File: src/hw/bmu_pkg.sv
// shared types and constants of the bit manipulation unit
package bmu_pkg;

  localparam int unsigned BMU_BYTE_W = 8;           // operand byte width
  localparam int unsigned BMU_IDX_W  = 3;           // bit number field width
  localparam int unsigned BMU_ADDR_W = 16;          // memory bus address width

  localparam logic [BMU_BYTE_W-1:0] BMU_BYTE_ZERO = 8'h00; // reset value of bytes
  localparam logic [BMU_BYTE_W-1:0] BMU_BIT0_ONE  = 8'h01; // mask seed for bit 0
  localparam logic [BMU_BYTE_W-1:0] BMU_WO_READ   = 8'hff; // a write-only register reads so
  localparam logic [BMU_ADDR_W-1:0] BMU_ADDR_ZERO = 16'h0000; // reset value of address

  // operation codes handed over by the instruction decoder
  typedef enum logic [3:0] {
    OP_SET_BIT          = 4'h0, // set_bit_op
    OP_CLEAR_BIT        = 4'h1, // clear_bit_op
    OP_INVERT_BIT       = 4'h2, // invert_bit_op
    OP_TEST_BIT         = 4'h3, // test_bit_op
    OP_AND_CARRY        = 4'h4, // and_bit_into_carry
    OP_AND_INV_CARRY    = 4'h5, // and_inverted_bit_into_carry
    OP_OR_CARRY         = 4'h6, // or_bit_into_carry
    OP_OR_INV_CARRY     = 4'h7, // or_inverted_bit_into_carry
    OP_XOR_CARRY        = 4'h8, // xor_bit_into_carry
    OP_XOR_INV_CARRY    = 4'h9, // xor_inverted_bit_into_carry
    OP_LOAD_CARRY       = 4'ha, // load_bit_to_carry
    OP_LOAD_INV_CARRY   = 4'hb, // load_inverted_bit_to_carry
    OP_STORE_CARRY      = 4'hc, // store_carry_to_bit
    OP_STORE_INV_CARRY  = 4'hd  // store_inverted_carry_to_bit
  } bmu_op_t;

  // sequencer states
  typedef enum logic [1:0] {
    ST_IDLE  = 2'b00, // waiting for a request
    ST_READ  = 2'b01, // memory byte read outstanding
    ST_WRITE = 2'b10  // memory byte write outstanding
  } bmu_state_t;

  // one request from the decoder
  typedef struct packed {
    bmu_op_t                 op;          // operation
    logic                    bit_from_reg; // bit number comes from a register
    logic [BMU_IDX_W-1:0]    imm_bit;     // immediate bit number
    logic [BMU_BYTE_W-1:0]   reg_bit_src; // register holding the bit number
    logic                    is_mem;      // operand lives in memory
    logic                    wo_target;   // memory target is a write-only register
    logic [BMU_ADDR_W-1:0]   addr;        // memory operand address
    logic [BMU_BYTE_W-1:0]   reg_val;     // register operand value
    logic                    carry;       // current carry flag
  } bmu_req_t;

  // memory bus request side
  typedef struct packed {
    logic                  rd;    // read request, held until ack
    logic                  wr;    // write request, held until ack
    logic [BMU_ADDR_W-1:0] addr;  // byte address
    logic [BMU_BYTE_W-1:0] wdata; // write byte
  } bmu_mem_t;

  // result towards register file and condition codes
  typedef struct packed {
    logic                  done;    // one-cycle completion pulse
    logic                  illegal; // request refused
    logic [BMU_BYTE_W-1:0] byte_v;  // result byte
    logic                  byte_we; // write byte back to general register
    logic                  carry;   // new carry
    logic                  carry_we; // carry update strobe
    logic                  zero;    // new zero flag
    logic                  zero_we; // zero update strobe
  } bmu_res_t;

  // one-hot mask of the selected bit
  function automatic logic [BMU_BYTE_W-1:0] bmu_bit_mask(input logic [BMU_IDX_W-1:0] idx);
    return BMU_BIT0_ONE << idx;
  endfunction

  // operations that rewrite the operand byte
  function automatic logic bmu_is_rmw(input bmu_op_t op);
    return (op == OP_SET_BIT) || (op == OP_CLEAR_BIT) || (op == OP_INVERT_BIT) ||
           (op == OP_STORE_CARRY) || (op == OP_STORE_INV_CARRY);
  endfunction

  // inverted variants, which only take an immediate bit number
  function automatic logic bmu_is_inv(input bmu_op_t op);
    return (op == OP_AND_INV_CARRY) || (op == OP_OR_INV_CARRY) ||
           (op == OP_XOR_INV_CARRY) || (op == OP_LOAD_INV_CARRY) ||
           (op == OP_STORE_INV_CARRY);
  endfunction

endpackage

File: src/hw/bmu_bit_alu.sv
`timescale 1ns/1ps
`default_nettype none
// combinational bit operator shared by register and memory paths
module bmu_bit_alu
  import bmu_pkg::*;
(
  input  wire bmu_op_t               op,          // operation
  input  wire logic [BMU_IDX_W-1:0]  bit_idx,     // selected bit number
  input  wire logic [BMU_BYTE_W-1:0] byte_in,     // operand as read
  input  wire logic                  carry_in,    // current carry
  output logic [BMU_BYTE_W-1:0]      byte_out,    // modified operand
  output logic                       carry_out,   // new carry
  output logic                       zero_out,    // new zero flag
  output logic                       writes_byte, // operand must be written back
  output logic                       sets_carry,  // carry changes
  output logic                       sets_zero    // zero flag changes
);

  logic [BMU_BYTE_W-1:0] mask; // one-hot selected bit
  logic                  sel;  // value of the selected bit

  // whole byte is always passed on, so unselected bits ride through untouched
  always_comb begin
    mask        = bmu_bit_mask(bit_idx);
    sel         = |(byte_in & mask);
    byte_out    = byte_in;
    carry_out   = carry_in;
    zero_out    = 1'b0;
    writes_byte = bmu_is_rmw(op); // [RL17]
    sets_carry  = 1'b0;
    sets_zero   = 1'b0;
    case (op)
      OP_SET_BIT:         byte_out = byte_in | mask;  // [RL2]
      OP_CLEAR_BIT:       byte_out = byte_in & ~mask; // [RL3]
      OP_INVERT_BIT:      byte_out = byte_in ^ mask;  // [RL4]
      OP_TEST_BIT: begin
        zero_out  = ~sel; // [RL5]
        sets_zero = 1'b1;
      end
      OP_AND_CARRY:       begin carry_out = carry_in & sel;  sets_carry = 1'b1; end // [RL6]
      OP_AND_INV_CARRY:   begin carry_out = carry_in & ~sel; sets_carry = 1'b1; end // [RL7]
      OP_OR_CARRY:        begin carry_out = carry_in | sel;  sets_carry = 1'b1; end // [RL8]
      OP_OR_INV_CARRY:    begin carry_out = carry_in | ~sel; sets_carry = 1'b1; end // [RL9]
      OP_XOR_CARRY:       begin carry_out = carry_in ^ sel;  sets_carry = 1'b1; end // [RL10]
      OP_XOR_INV_CARRY:   begin carry_out = carry_in ^ ~sel; sets_carry = 1'b1; end // [RL11]
      OP_LOAD_CARRY:      begin carry_out = sel;  sets_carry = 1'b1; end // [RL12]
      OP_LOAD_INV_CARRY:  begin carry_out = ~sel; sets_carry = 1'b1; end // [RL13]
      OP_STORE_CARRY:     byte_out = carry_in ? (byte_in | mask) : (byte_in & ~mask);  // [RL14]
      OP_STORE_INV_CARRY: byte_out = carry_in ? (byte_in & ~mask) : (byte_in | mask);  // [RL15]
      default:            ; // unknown code leaves everything as read
    endcase
  end

endmodule
`default_nettype wire

File: src/hw/bmu_core.sv
`timescale 1ns/1ps
`default_nettype none
// Function
// RL1: bit number from immediate or register low bits
// RL2: set forces selected bit to one
// RL3: clear forces selected bit to zero
// RL4: invert complements the selected bit
// RL5: test loads zero flag with inverted bit
// RL6: carry becomes carry and bit
// RL7: carry becomes carry and inverted bit
// RL8: carry becomes carry or bit
// RL9: carry becomes carry or inverted bit
// RL10: carry becomes carry xor bit
// RL11: carry becomes carry xor inverted bit
// RL12: carry loaded from the bit
// RL13: carry loaded from the inverted bit
// RL14: carry stored into the bit
// RL15: inverted carry stored into the bit
// RL16: inverted variants take immediate bit numbers only
// RL17: byte-modifying operations are whole-byte read-modify-write
// RL18: memory: read byte, modify, write same address
// RL19: write-only register reads back as all ones
// RL20: seven unselected bits written back unchanged
// RL21: test and carry operations never write
module bmu_core
  import bmu_pkg::*;
(
  input  wire logic                  clk,       // cpu clock
  input  wire logic                  rst,       // synchronous reset, active high
  input  wire logic                  start,     // request strobe from decoder
  input  wire bmu_req_t              req_i,     // request fields, valid with start
  output logic                       ready,     // unit idle, start is taken
  output bmu_mem_t                   mem_o,     // memory bus request
  input  wire logic [BMU_BYTE_W-1:0] mem_rdata, // memory read byte, valid with ack
  input  wire logic                  mem_ack,   // memory cycle completes
  output bmu_res_t                   res_o      // result and flag updates
);

  // every flip-flop of the unit lives in this one record
  typedef struct packed {
    bmu_state_t            st;     // sequencer state
    bmu_req_t              req;    // request captured at acceptance
    logic [BMU_IDX_W-1:0]  idx;    // resolved bit number
    logic [BMU_BYTE_W-1:0] byte_q; // operand byte as read
    bmu_mem_t              mem;    // memory bus outputs
    bmu_res_t              res;    // result outputs
  } bmu_regs_t;

  bmu_regs_t s_q; // registered state
  bmu_regs_t s_d; // next state

  logic [BMU_IDX_W-1:0]  idx_in;    // bit number of the incoming request
  logic                  idle;      // sequencer idle
  logic [BMU_BYTE_W-1:0] rd_eff;    // read byte as the unit sees it
  bmu_op_t               alu_op;    // operator inputs, muxed by state
  logic [BMU_IDX_W-1:0]  alu_idx;   // bit number fed to the operator
  logic [BMU_BYTE_W-1:0] alu_byte;  // operand fed to the operator
  logic                  alu_cy;    // carry fed to the operator
  logic [BMU_BYTE_W-1:0] alu_out;   // modified byte
  logic                  alu_cy_o;  // new carry
  logic                  alu_z_o;   // new zero flag
  logic                  alu_wb;    // byte must be written back
  logic                  alu_sc;    // carry changes
  logic                  alu_sz;    // zero flag changes

  // the decoder chooses the bit number source per request
  assign idx_in = req_i.bit_from_reg ? req_i.reg_bit_src[BMU_IDX_W-1:0] // [RL1]
                                     : req_i.imm_bit;
  assign idle   = (s_q.st == ST_IDLE);
  assign ready  = idle;

  // a write-only register cannot be read back; its bus read gives all ones, so
  // a later write sets every other bit of it to one - software must know this
  assign rd_eff = s_q.req.wo_target ? BMU_WO_READ : mem_rdata; // [RL19]

  // while idle the operator looks at the live request, afterwards at the captured request and the bus read byte
  always_comb begin
    if (idle) begin
      alu_op   = req_i.op;
      alu_idx  = idx_in;
      alu_byte = req_i.reg_val;
      alu_cy   = req_i.carry;
    end else begin
      alu_op   = s_q.req.op;
      alu_idx  = s_q.idx;
      alu_byte = rd_eff;
      alu_cy   = s_q.req.carry;
    end
  end

  // single operator instance serves both operand paths
  bmu_bit_alu u_alu (
    .op          (alu_op),
    .bit_idx     (alu_idx),
    .byte_in     (alu_byte),
    .carry_in    (alu_cy),
    .byte_out    (alu_out),
    .carry_out   (alu_cy_o),
    .zero_out    (alu_z_o),
    .writes_byte (alu_wb),
    .sets_carry  (alu_sc),
    .sets_zero   (alu_sz)
  );

  // next-state logic of the whole unit
  always_comb begin
    s_d             = s_q;
    s_d.res.done    = 1'b0; // strobes last one cycle only
    s_d.res.illegal = 1'b0;
    s_d.res.byte_we = 1'b0;
    s_d.res.carry_we = 1'b0;
    s_d.res.zero_we = 1'b0;
    case (s_q.st)
      ST_IDLE: begin
        if (start) begin
          s_d.req = req_i;
          s_d.idx = idx_in;
          if (bmu_is_inv(req_i.op) && req_i.bit_from_reg) begin
            // refused outright: no bus cycle and no flag or register change
            s_d.res.illegal = 1'b1; // [RL16]
            s_d.res.done    = 1'b1;
          end else if (req_i.is_mem) begin
            // memory operand starts with a byte read at the target address
            s_d.st       = ST_READ; // [RL18]
            s_d.mem.rd   = 1'b1;
            s_d.mem.addr = req_i.addr;
          end else begin
            // register operand completes in one cycle, whole byte returned
            s_d.byte_q       = req_i.reg_val;
            s_d.res.byte_v   = alu_out; // [RL20]
            s_d.res.byte_we  = alu_wb;  // [RL21]
            s_d.res.carry    = alu_sc ? alu_cy_o : s_q.res.carry;
            s_d.res.carry_we = alu_sc;
            s_d.res.zero     = alu_sz ? alu_z_o : s_q.res.zero;
            s_d.res.zero_we  = alu_sz;
            s_d.res.done     = 1'b1;
          end
        end
      end
      ST_READ: begin
        if (mem_ack) begin
          s_d.mem.rd     = 1'b0;
          s_d.byte_q     = rd_eff;
          s_d.res.byte_v = alu_out;
          if (alu_wb) begin
            // write the modified byte back to the very same address
            s_d.st        = ST_WRITE; // [RL18]
            s_d.mem.wr    = 1'b1;
            s_d.mem.wdata = alu_out;  // [RL20]
          end else begin
            // test and carry work ends here with no write cycle
            s_d.st           = ST_IDLE; // [RL21]
            s_d.res.carry    = alu_sc ? alu_cy_o : s_q.res.carry;
            s_d.res.carry_we = alu_sc;
            s_d.res.zero     = alu_sz ? alu_z_o : s_q.res.zero;
            s_d.res.zero_we  = alu_sz;
            s_d.res.done     = 1'b1;
          end
        end
      end
      ST_WRITE: begin
        if (mem_ack) begin
          s_d.mem.wr   = 1'b0;
          s_d.st       = ST_IDLE;
          s_d.res.done = 1'b1;
        end
      end
      default: begin
        s_d.st     = ST_IDLE; // recover from an illegal code
        s_d.mem.rd = 1'b0;
        s_d.mem.wr = 1'b0;
      end
    endcase
  end

  // state register; reset clears everything to constants
  always_ff @(posedge clk) begin
    if (rst) begin
      s_q.st     <= ST_IDLE;
      s_q.req    <= '0;
      s_q.idx    <= '0;
      s_q.byte_q <= BMU_BYTE_ZERO;
      s_q.mem    <= '0;
      s_q.res    <= '0;
    end else begin
      s_q <= s_d;
    end
  end

  assign mem_o = s_q.mem;
  assign res_o = s_q.res;

  logic [BMU_BYTE_W-1:0] chk_mask; // mask of the captured bit number
  logic                  chk_sel;  // captured operand bit
  assign chk_mask = bmu_bit_mask(s_q.idx);
  assign chk_sel  = |(s_q.byte_q & chk_mask);
endmodule
`default_nettype wire

File: config.mk
export PLATFORM = sky130hd
export DESIGN_NAME = bmu_core
export DESIGN_NICKNAME = d
export VERILOG_FILES = /design/src/hw/bmu_pkg.sv /design/src/hw/bmu_bit_alu.sv /design/src/hw/bmu_core.sv
export SDC_FILE = /design/constraint.sdc
export NUM_CORES = 1
export LEC_CHECK = 0
export ABC_AREA = 1
export BUFFER_PORTS_ARGS = -buffer_cell sky130_fd_sc_hd__buf_2
export CAP_MARGIN = 25
export CELL_PAD_IN_SITES_DETAIL_PLACEMENT = 0
export CELL_PAD_IN_SITES_GLOBAL_PLACEMENT = 1
export CORE_ASPECT_RATIO = 1.4
export CORE_MARGIN = 10
export CORE_UTILIZATION = 38
export CTS_CLUSTER_SIZE = 30
export DETAILED_ROUTE_END_ITERATION = 6
export PLACE_DENSITY = 0.84
export SYNTH_ARGS = -nofsm -noshare
export SYNTH_HDL_FRONTEND = slang
export SYNTH_HIERARCHICAL = 1
export SYNTH_SLANG_ARGS = --single-unit
File: constraint.sdc
create_clock -name clk -period 3.35 [get_ports clk]
set_input_delay 0.1675 -clock clk [delete_from_list [all_inputs] [get_ports clk]]
set_output_delay 0.1675 -clock clk [all_outputs]
set_load 0.005 [all_outputs]
==> metrics.yaml, run 1 <==
outcome:
  outcome: "complete, no violations"
power_and_ir_drop:
  power.density_cell_area_nw_per_um2: 396
  vdd_drop_max_v: 0.000190
  p_leak_uw: 0.00212
detailed_routing:
  initialDrtViolationCount: 167
  number_of_vias_in_the_routed_layout: 3583
  highest_layer: "met4"
  drt-total-wl_um: 10000
  dr.pass1.iters: 4
  route.detailed.wl_per_inst_um: 13.4
  drcViolationCount: 0
  wl_met2_um: 5140
  wl_met3_um: 500
  wl_met1_um: 4280
  drtAntennaViolNets: 0
  average_via_count_per_standard_cell: 4.80
yosys:
  yosysWarningCount: 6
  synth_cells: 566
  ys_seq_elements: 52
  distinct_cell_type_count_of_the_synthesized_netlist: 36
  postSynthAreaPerCell_um2: 6.80
  synth_largest_area_cell: "sky130_fd_sc_hd__dfxtp_1"
  post_synth_instance_area_um2: 3850
  synth.top_cells.by_area: "sky130_fd_sc_hd__dfxtp_1, sky130_fd_sc_hd__nand2_1, sky130_fd_sc_hd__ha_1"
  synth_largest_type_area_fraction_pct: 27.0
  synth.net_count: 649
  synth.yosys.seq_area_share_pct: 27.0
clock_network:
  cts_sink_cnt: 52
  numCtsBuffers: 5
  clock_latency_ps: 290
  clk_root_buffer_cell: "sky130_fd_sc_hd__clkbuf_16"
  postCtsSetupBuffers: 0
  tritoncts_clock_tree: "done"
  cts-htree-levels: 2
  path_clk_slew_ps: 70
  cts_buffer_depth: 2
sta:
  final_min_period_over_clock_period_pct: 87.5
  final.setup.tns_ps: 0
  max_freq_mhz: 341
  finalWorstPathRequiredPeriod_ps: 2930
  final_setup_fails: 0
  finalClockSkew_ps: 7.48
  worst-slew-pin-transition_ps: 787
  rsz0062_at_grt: "no"
  slew_viol_final: 0
  timing.final.hold_violations: 0
  slew_headroom_pct: 47.2
finish:
  fillers: 1090
  antenna_cells_inserted: 0
  multi_input_combinational_cell_area_um2: 2070
  nets: 693
  ratio_of_cells_with_drive_above_1_in_the_final_layout_pct: 22.4
  final-seq-area_um2: 1040
  area_delta_synth_final_pct: 10.7
  final_core_util_pct: 43.0
die:
  die_area_um2: 14600
  initial_utilization_pct: 38.9
  chipWidth_um: 105
  design.core.area_um2: 9900
  placementRows: 43
  die_h_um: 139
  pin_count: 97
grt:
  grt_max_degree: 31
  antenna_found_initial: 0
  grtUsageTotal_pct: 13.5
  grt_pass1_vias: 3530
  grt_pass1_wl_um: 16800
  globalRoute.totalOverflow: 0
critical_path:
  timing.critical_path.cells: "nor2_4, inv_4, o21ai_0, inv_1, ha_1, inv_1, nor3_2, buf_4, a221oi_1, o211ai_1, inv_1, nor2_1, nand4_1, nand2_1, nor2_1, nor2_1"
  data_required_time_at_the_worst_endpoint_ps: 3530
  ff2ff_path_depth: 16
  highest_cell_delay_on_the_worst_timing_path_ps: 390
  start_kind: "flip-flop"
  timing.critical_path.from: "s_q[95]"
  regToRegSetupSlack_ps: 420
  timing.critical_path.fanout_max: 15
  class_of_the_most_critical_setup_path: "flip-flop to flip-flop"
  timing.critical_path.to: "res_o[12]"
  worstSetupEndpointType: "flip-flop"
  terminus_of_the_critical_flop_to_flop_path: "res_o[12]"
  critPathSlowestCell: "sky130_fd_sc_hd__dfxtp_1"
  critical_path.reg2reg.startpoint: "s_q[95]"
  cp.arrival_ps: 3110
run:
  max_cap_viol_count: 0
worst_hold_path:
  worst_hold_path_type: "input port to flip-flop"
place:
  gpl.final_weighted_congestion: 0.909
  io_buffer_count: 91
  detailedPlacementHpwl_um: 7890
==> flip-flops by register name (all words and copies together), names as in the netlist <==
register	cells
s_q	11
res_o	15
mem_o	26
==> worst max-delay path: cells and delay by family, from the launching register on <==
family / cells / cell delay, ps
compound gates: 3 / 880
flops: 1 / 390
fa+ha+maj: 1 / 280
buf+inv: 5 / 640
simple gates: 7 / 640
==> routing by layer <==
layer	vias to the layer above	global-route usage, %
met4	0	4.49
met1	1611	15.0
met3	4	2.51
met2	83	24.7
li1	1885	-
met5	-	0
==> stage by stage <==
step / cell area (µm²) / hold WS [ps] / instances / power (µW) / setup slack, ps
3_5_place_dp: 4110 / 396 / 738 / 1180 / 350
6_report: 4260 / 89.7 / 746 / 1690 / 418
2_1_floorplan: 3850 / 302 / 566 / 1060 / 565
3_3_place_gp: 4110 / 395 / 738 / 1160 / 390
4_1_cts: 4260 / 83.9 / 746 / 1710 / 330
5_1_grt: 4260 / 92.7 / 746 / 1800 / 88.7
==> cells by family after synthesis <==
family	share of synthesized area, %
adders and majority gates	9.10
muxes	0.780
and+or+nand+nor	29.5
buffers and inverters	19.1
AOI/OAI and AO/OA	14.5
DFF	27.0
==> cell usage after synthesis <==
cell type                  instances
sky130_fd_sc_hd__nand2_1         100
sky130_fd_sc_hd__inv_1            67
sky130_fd_sc_hd__nor2_1           59
sky130_fd_sc_hd__dfxtp_1          52
sky130_fd_sc_hd__buf_4            44
sky130_fd_sc_hd__o21ai_0          40
sky130_fd_sc_hd__a21oi_1          36
sky130_fd_sc_hd__nand3_1          30
sky130_fd_sc_hd__ha_1             28
sky130_fd_sc_hd__nand4_1          24
sky130_fd_sc_hd__o21ai_1          12
sky130_fd_sc_hd__clkbuf_1          9
sky130_fd_sc_hd__o211ai_1          8
sky130_fd_sc_hd__inv_2             7
sky130_fd_sc_hd__nor3_1            6
sky130_fd_sc_hd__a221oi_1          5
sky130_fd_sc_hd__buf_2             5
sky130_fd_sc_hd__buf_6             4
sky130_fd_sc_hd__nand2_2           4
sky130_fd_sc_hd__nand3_2           4
sky130_fd_sc_hd__mux2i_1           3
sky130_fd_sc_hd__nor2_4            3
sky130_fd_sc_hd__buf_1             2
sky130_fd_sc_hd__nand2_4           2
sky130_fd_sc_hd__a31oi_1           1
sky130_fd_sc_hd__clkbuf_2          1
sky130_fd_sc_hd__clkinv_1          1
sky130_fd_sc_hd__inv_4             1
sky130_fd_sc_hd__nand3_4           1
sky130_fd_sc_hd__nand4_4           1
sky130_fd_sc_hd__nor2_2            1
sky130_fd_sc_hd__nor2_8            1
sky130_fd_sc_hd__nor3_2            1
sky130_fd_sc_hd__nor4_1            1
sky130_fd_sc_hd__o22ai_1           1
sky130_fd_sc_hd__or2_2             1
==> how the worst min path moves through the flow <==
stage | startpoint | depth (start not counted) | endpoint
CTS | req_i[25] | 3 | s_q[77]
global placement | req_i[25] | 3 | s_q[77]
finish | req_i[25] | 3 | s_q[77]
global route | req_i[25] | 3 | s_q[77]
detailed placement | req_i[25] | 3 | s_q[77]
floorplan | req_i[25] | 2 | s_q[77]
==> placed cells by master, fill, tap and decap left out, types with 2 or more instances in the layout <==
master / count
sky130_fd_sc_hd__a21oi_1: 36
sky130_fd_sc_hd__a221oi_1: 5
sky130_fd_sc_hd__buf_2: 91
sky130_fd_sc_hd__buf_4: 11
sky130_fd_sc_hd__clkbuf_16: 5
sky130_fd_sc_hd__dfxtp_1: 52
sky130_fd_sc_hd__ha_1: 28
sky130_fd_sc_hd__inv_1: 67
sky130_fd_sc_hd__inv_2: 7
sky130_fd_sc_hd__inv_6: 2
sky130_fd_sc_hd__mux2i_1: 3
sky130_fd_sc_hd__nand2_1: 100
sky130_fd_sc_hd__nand2_2: 4
sky130_fd_sc_hd__nand2_4: 2
sky130_fd_sc_hd__nand3_1: 30
sky130_fd_sc_hd__nand3_2: 4
sky130_fd_sc_hd__nand4_1: 24
sky130_fd_sc_hd__nor2_1: 59
sky130_fd_sc_hd__nor2_4: 3
sky130_fd_sc_hd__nor3_1: 6
sky130_fd_sc_hd__o211ai_1: 8
sky130_fd_sc_hd__o21ai_0: 37
sky130_fd_sc_hd__o21ai_1: 15
==> what timing repair did <==
| action | 4_1_cts | 5_1_grt |
|---|---|---|
| hold buffers | 0 | 0 |
| gates resized for setup | 0 | 3 |
| endpoints found under the setup margin | 0 | 2 |
==> final cells by class <==
type                    count  area share [%]
multi-input cells         373            48.7
flip-flops and latches     52            24.4
repair buffers            102            12.6
inverters                  76            6.76
well taps                 135            3.97
clock buffers               5            2.94
clock inverters             3           0.588
==> report_power, final <==
part	leakage [µW]	internal (µW)	switching, µW	total (µW)
Combinational	0.00162	180	308	487
Clock	0.0000708	283	245	528
Sequential	0.000425	653	19.2	672
(Power assumes the default switching activity.)
==> run 2, diff against run 1 <==
--- a/config.mk
+++ b/config.mk
@@ -14,6 +14,7 @@
 export CORE_MARGIN = 10
-export CORE_UTILIZATION = 38
+export CORE_UTILIZATION = 39
+export CTS_BUF_LIST = sky130_fd_sc_hd__clkbuf_8
 export CTS_CLUSTER_SIZE = 30
 export DETAILED_ROUTE_END_ITERATION = 6
-export PLACE_DENSITY = 0.84
+export PLACE_DENSITY = 0.86
 export SYNTH_ARGS = -nofsm -noshare
--- a/constraint.sdc
+++ b/constraint.sdc
@@ -3,2 +3,2 @@
 set_output_delay 0.1675 -clock clk [all_outputs]
-set_load 0.005 [all_outputs]
+set_load 0.02 [all_outputs]
==> run 2 against run 1 <==
  * Critical path depth did not move
  * Non-clock buffer count rose by 1
  * Worst setup slack improved by 27 ps
  * Critical endpoint is now res_o[5]
  * Largest cell class unchanged
==> metrics.yaml, run 2 (synthesis results as in run 1) <==
critical_path:
  cp.arrival_ps: 3160
  terminus_of_the_critical_flop_to_flop_path: "res_o[5]"
  worstSetupEndpointType: "flip-flop"
  data_required_time_at_the_worst_endpoint_ps: 3610
  regToRegSetupSlack_ps: 440
  class_of_the_most_critical_setup_path: "flip-flop to flip-flop"
  ff2ff_path_depth: 16
  start_kind: "flip-flop"
  critical_path.reg2reg.startpoint: "s_q[95]"
  timing.critical_path.fanout_max: 15
place:
  io_buffer_count: 91
  gpl.final_weighted_congestion: 0.852
  place_inst: 734
  detailedPlacementHpwl_um: 7700
power_and_ir_drop:
  total_switching_power_uw: 574
  clkPwrFrac_pct: 23.6
  seq_power_share_pct: 43.0
  vdd_drop_max_v: 0.000148
  share_comb_of_total_power_pct: 33.4
  p_leak_uw: 0.00210
  internal-power_uw: 989
  netSwitchingFraction_pct: 36.7
  total_power_uw: 1560
  power.density_cell_area_nw_per_um2: 372
clock_network:
  clock_latency_ps: 310
  postCtsHoldBufs: 0
  cts-htree-levels: 2
  cts_sink_cnt: 52
  clk_root_buffer_cell: "sky130_fd_sc_hd__clkbuf_8"
  cts_buffer_depth: 2
  tritoncts_clock_tree: "done"
  numCtsBuffers: 5
  path_clk_slew_ps: 100
sta:
  worst-slew-pin-transition_ps: 789
  rsz0062_at_grt: "no"
  max_freq_mhz: 344
  slew_viol_final: 0
  final_setup_fails: 0
  final.setup.tns_ps: 0
  timing.final.hold_violations: 0
  final_min_period_over_clock_period_pct: 86.7
  finalWorstPathRequiredPeriod_ps: 2910
  slew_headroom_pct: 47.1
  finalClockSkew_ps: 7.04
worst_hold_path:
  worst_hold_path.num_cells: 3
  min-delay-start: "req_i[25]"
  worst_hold_path.endpoint: "s_q[77]"
  worst_hold_path_type: "input port to flip-flop"
finish:
  area_delta_synth_final_pct: 9.23
  multi_input_combinational_cell_area_um2: 2070
  ratio_of_cells_with_drive_above_1_in_the_final_layout_pct: 22.5
  antenna_cells_inserted: 0
  final-seq-area_um2: 1040
  final_core_util_pct: 44.0
  finish.cell_count_without_fillers: 744
  nets: 694
  fillers: 1048
  largest_register_ffs: 26
  layout.cells.most_common_list: "sky130_fd_sc_hd__nand2_1, sky130_fd_sc_hd__buf_2, sky130_fd_sc_hd__inv_1"
  layout_commonest_cell: "sky130_fd_sc_hd__nand2_1"
die:
  die_area_um2: 14300
  placementRows: 42
  initial_utilization_pct: 40.2
  design.core.area_um2: 9560
  chipWidth_um: 104
  pin_count: 97
  die_h_um: 138
detailed_routing:
  initialDrtViolationCount: 136
  route.detailed.wl_per_inst_um: 13.2
  dr.pass1.iters: 4
  average_via_count_per_standard_cell: 4.81
  drt-total-wl_um: 9840
  drtAntennaViolNets: 0
  drcViolationCount: 0
  number_of_vias_in_the_routed_layout: 3576
grt:
  antenna_found_initial: 0
  grtUsageTotal_pct: 13.4
  grt_pass1_vias: 3457
  grt_max_degree: 31
  globalRoute.totalOverflow: 0
  grt_pass1_wl_um: 16200
outcome:
  outcome: "complete, no violations"
run:
  max_cap_viol_count: 0
run 2: cell types whose count changed in the layout (fill, tap and decap cells not counted):
cell                         before  now
sky130_fd_sc_hd__clkbuf_16        5    0
sky130_fd_sc_hd__clkbuf_8         0    5
sky130_fd_sc_hd__buf_4           11   12
sky130_fd_sc_hd__clkinv_2         0    1
sky130_fd_sc_hd__clkinv_4         0    1
sky130_fd_sc_hd__clkinvlp_4       1    0
sky130_fd_sc_hd__inv_6            2    1
sky130_fd_sc_hd__o21ai_0         37   38
sky130_fd_sc_hd__o21ai_1         15   14
run 2: area by class of cell:
type,count,area share (%)
clock inverter,3,0.536
sequential,52,24.8
timing repair buffer,103,13.0
tap,132,3.93
clock buffer,5,1.64
multi-input combinational,373,49.3
inverter,76,6.85
run 2: power groups by stage:
stage / Clock (µW) / Combinational [µW] / Sequential (µW)
CTS: 385 / 526 / 673
floorplan: 0 / 410 / 681
finish: 368 / 522 / 673
detailed placement: 0 / 524 / 687
global placement: 0 / 511 / 687
global route: 400 / 598 / 677
run 2: worst max-delay path by stage:
stage / startpoint / endpoint / slack, ps / cells after the start
3_5_place_dp: s_q[95] / res_o[3] / 280 / 20
5_1_grt: s_q[95] / res_o[3] / 70 / 21
3_3_place_gp: s_q[95] / res_o[3] / 370 / 20
6_report: s_q[95] / res_o[5] / 440 / 16
4_1_cts: s_q[95] / res_o[7] / 240 / 14
2_1_floorplan: s_q[95] / res_o[3] / 470 / 21
run 2: per-layer routing:
| layer | track usage [%] | wire length (µm) | share of wire, % |
|---|---|---|---|
| met1 | 15.5 | 4320 | 44 |
| met2 | 24.8 | 4970 | 51 |
| met3 | 1.96 | 414 | 4.2 |
| met4 | 4.57 | 123 | 1.3 |
| met5 | 0 | 0 | 0 |
run 2: per-stage QoR:
stage	cell area, µm²	setup slack, ps	hold slack, ps
3_5_place_dp	4100	280	416
2_1_floorplan	3850	468	302
5_1_grt	4200	66.5	93.3
4_1_cts	4190	245	67.5
6_report	4200	444	75.6
3_3_place_gp	4100	371	394
run 2: repair_timing:
action                     CTS  global route
setup endpoints to repair    0             4
buffers inserted             0             2
hold endpoints to repair     0             0
gates resized for setup      0             2
run 2: worst max-delay path, cell delays in order, from the launching register on:
cell and delay, ps:
sky130_fd_sc_hd__dfxtp_1 390, sky130_fd_sc_hd__nor2_4 200, sky130_fd_sc_hd__inv_4 110, sky130_fd_sc_hd__o21ai_0 340, sky130_fd_sc_hd__inv_1 120, sky130_fd_sc_hd__ha_1 290, sky130_fd_sc_hd__nand2_2 240, sky130_fd_sc_hd__nand4_4 260
sky130_fd_sc_hd__o21ai_0 160, sky130_fd_sc_hd__nand2_1 70, sky130_fd_sc_hd__o211ai_1 210, sky130_fd_sc_hd__inv_1 70, sky130_fd_sc_hd__nor2_1 90, sky130_fd_sc_hd__nand4_1 100, sky130_fd_sc_hd__nand2_1 90, sky130_fd_sc_hd__nor2_1 40
sky130_fd_sc_hd__nor2_1 70
==> run 3, diff against run 2 <==
Settings changed: CORE_UTILIZATION 39 to 38, CTS_BUF_LIST sky130_fd_sc_hd__clkbuf_8 to default, MAX_ROUTING_LAYER from default to met4, PLACE_DENSITY 0.86 to 0.84.
Clock period 3.35 ns to 3.1 ns, I/O delays scaled along.
==> run 3 against run 2 <==
  * Combinational power is 16% higher
  * Critical path depth down 3
  * Final cell count up 2.2%
  * Maximum frequency increased by 3.8%
  * Cell area grew 3.9%
  * Largest power group unchanged
  * Global-route usage up 0.80 points
  * Register-to-register slack got worse by 140 ps
  * Clock skew grew 0.95 ps
  * Clock power is 50% higher
  * Worst setup slack worse by 140 ps
  * Sequential cell count stayed put
  * Critical endpoint is now mem_o[2]
==> metrics.yaml, run 3 (synthesis results as in run 1) <==
finish:
  area_delta_synth_final_pct: 13.5
  ratio_of_cells_with_drive_above_1_in_the_final_layout_pct: 24.2
  antenna_cells_inserted: 0
  layout_commonest_cell: "sky130_fd_sc_hd__nand2_1"
  nets: 707
  layout.cells.most_common_list: "sky130_fd_sc_hd__nand2_1, sky130_fd_sc_hd__buf_2, sky130_fd_sc_hd__inv_1"
  largest_register_ffs: 26
outcome:
  outcome: "complete, no violations"
sta:
  finalClockSkew_ps: 7.99
  timing.final.hold_violations: 0
  rsz0062_at_grt: "no"
  max_freq_mhz: 357
  slew_headroom_pct: 46.7
  slew_viol_final: 0
  final_min_period_over_clock_period_pct: 90.3
  finalWorstPathRequiredPeriod_ps: 2800
  final.setup.tns_ps: 0
  finalWorstSetupSlack_ps: 302
  final_setup_fails: 0
  worst-slew-pin-transition_ps: 795
  hold_slack_ps: 86.8
critical_path:
  worstSetupEndpointType: "flip-flop"
  regToRegSetupSlack_ps: 300
  start_kind: "flip-flop"
  ff2ff_path_depth: 13
  timing.critical_path.fanout_max: 15
  timing.critical_path.to: "mem_o[2]"
  cpLargestDelayFamily: "compound AO/OA/AOI/OAI gates"
  worst_path_most_repeated_cell: "sky130_fd_sc_hd__buf_4"
  terminus_of_the_critical_flop_to_flop_path: "mem_o[2]"
  cp.arrival_ps: 2970
  class_of_the_most_critical_setup_path: "flip-flop to flip-flop"
  cp_num_buf_inv: 4
  highest_cell_delay_on_the_worst_timing_path_ps: 350
  data_required_time_at_the_worst_endpoint_ps: 3270
  critical_path.reg2reg.startpoint: "s_q[95]"
  critical_path_cell_count: 13
  timing.critical_path.from: "s_q[95]"
  timing.critical_path.cells: "nor2_4, inv_4, nand2_1, o21ai_1, buf_4, nor3_1, inv_1, ha_1, a221oi_1, o211ai_1, buf_4, o21ai_0, a21oi_1"
  critPathSlowestCell: "sky130_fd_sc_hd__nor3_1"
power_and_ir_drop:
  power.density_cell_area_nw_per_um2: 432
  clkPwrFrac_pct: 29.2
  total_power_uw: 1880
  share_comb_of_total_power_pct: 32.3
  internal-power_uw: 1240
  total_switching_power_uw: 649
  p_leak_uw: 0.00219
  seq_power_share_pct: 38.5
  vdd_drop_max_v: 0.000233
  netSwitchingFraction_pct: 34.4
die:
  pin_count: 97
  chipWidth_um: 105
  placementRows: 43
  initial_utilization_pct: 38.9
  design.core.area_um2: 9900
  die_area_um2: 14600
  die_h_um: 139
clock_network:
  cts_buffer_depth: 2
  numCtsBuffers: 5
  tritoncts_clock_tree: "done"
  postCtsSetupBuffers: 0
  cts_sink_cnt: 52
  cts-htree-levels: 2
  clock_latency_ps: 300
  path_clk_slew_ps: 70
  clk_root_buffer_cell: "sky130_fd_sc_hd__clkbuf_16"
place:
  io_buffer_count: 91
  detailedPlacementHpwl_um: 8140
  dp_worst_slack_ps: 276
  gpl.final_weighted_congestion: 0.891
grt:
  grt_pass1_vias: 3480
  globalRoute.totalOverflow: 0
  grt_max_degree: 29
  grt_pass1_wl_um: 17000
  antenna_found_initial: 0
  grtUsageTotal_pct: 14.2
detailed_routing:
  drt-total-wl_um: 10300
  dr.pass1.iters: 4
  number_of_vias_in_the_routed_layout: 3649
  average_via_count_per_standard_cell: 4.80
  initialDrtViolationCount: 133
  route.detailed.wl_per_inst_um: 13.5
  drtAntennaViolNets: 0
  drcViolationCount: 0
run:
  max_cap_viol_count: 0
worst_hold_path:
  worst_hold_path_type: "input port to flip-flop"
run 3: cell count changes in the layout (fill, tap and decap cells not counted), sizes merged:
cell      previous run  this run
clkinvlp             0         2
inv                 76        75
buf                103       116
clkinv               3         2
run 3: layout make-up:
class / count / area, µm²
Timing Repair Buffer: 116 / 643
Multi-Input combinational cell: 373 / 2080
Fill cell: 1082 / 5530
Inverter: 76 / 288
Clock inverter: 3 / 23.8
Clock buffer: 5 / 125
Tap cell: 135 / 169
Sequential cell: 52 / 1040
run 3: power groups by stage:
| stage | combinational, µW | sequential (µW) | clock [µW] |
|---|---|---|---|
| after floorplan | 443 | 736 | 0 |
| after global placement | 596 | 740 | 0 |
| after detailed placement | 611 | 741 | 0 |
| after CTS | 613 | 726 | 567 |
| after global routing | 694 | 731 | 595 |
| final | 608 | 726 | 551 |
run 3: worst min path at each step:
stage                    from       to  depth (start not counted)
finish              req_i[25]  s_q[77]                          3
global route        req_i[25]  s_q[77]                          3
CTS                 req_i[25]  s_q[77]                          3
detailed placement  req_i[25]  s_q[77]                          3
global placement    req_i[25]  s_q[77]                          3
floorplan           req_i[25]  s_q[77]                          2
run 3: repair_timing:
action	in CTS	in global routing
hold buffers	0	0
setup endpoints to repair	0	3
gates resized for setup	0	3
run 3: metal layers:
metal  vias up  part of all wire [%]  GRT usage (%)
met1      1665                    44           16.2
li1       1909                     -              -
met3         7                   2.8           1.63
met2        68                    52           25.3
met5         -                     0              -
met4         0                   1.3           4.35
run 3: worst register-to-register path, stage by stage (launching register included):
cell and delay, ps:
sky130_fd_sc_hd__dfxtp_1 330, sky130_fd_sc_hd__nor2_4 230, sky130_fd_sc_hd__inv_4 110, sky130_fd_sc_hd__nand2_1 70, sky130_fd_sc_hd__o21ai_1 90, sky130_fd_sc_hd__buf_4 170, sky130_fd_sc_hd__nor3_1 350, sky130_fd_sc_hd__inv_1 140
sky130_fd_sc_hd__ha_1 300, sky130_fd_sc_hd__a221oi_1 310, sky130_fd_sc_hd__o211ai_1 180, sky130_fd_sc_hd__buf_4 190, sky130_fd_sc_hd__o21ai_0 170, sky130_fd_sc_hd__a21oi_1 60
run 3: through the flow:
stage,utilization [%],instance area (µm²),cells
final,44.1,4370,760
after global routing,44.1,4370,760
after CTS,44.1,4360,760
after detailed placement,42.6,4210,752
after global placement,42.6,4210,752
after floorplan,-,3850,566
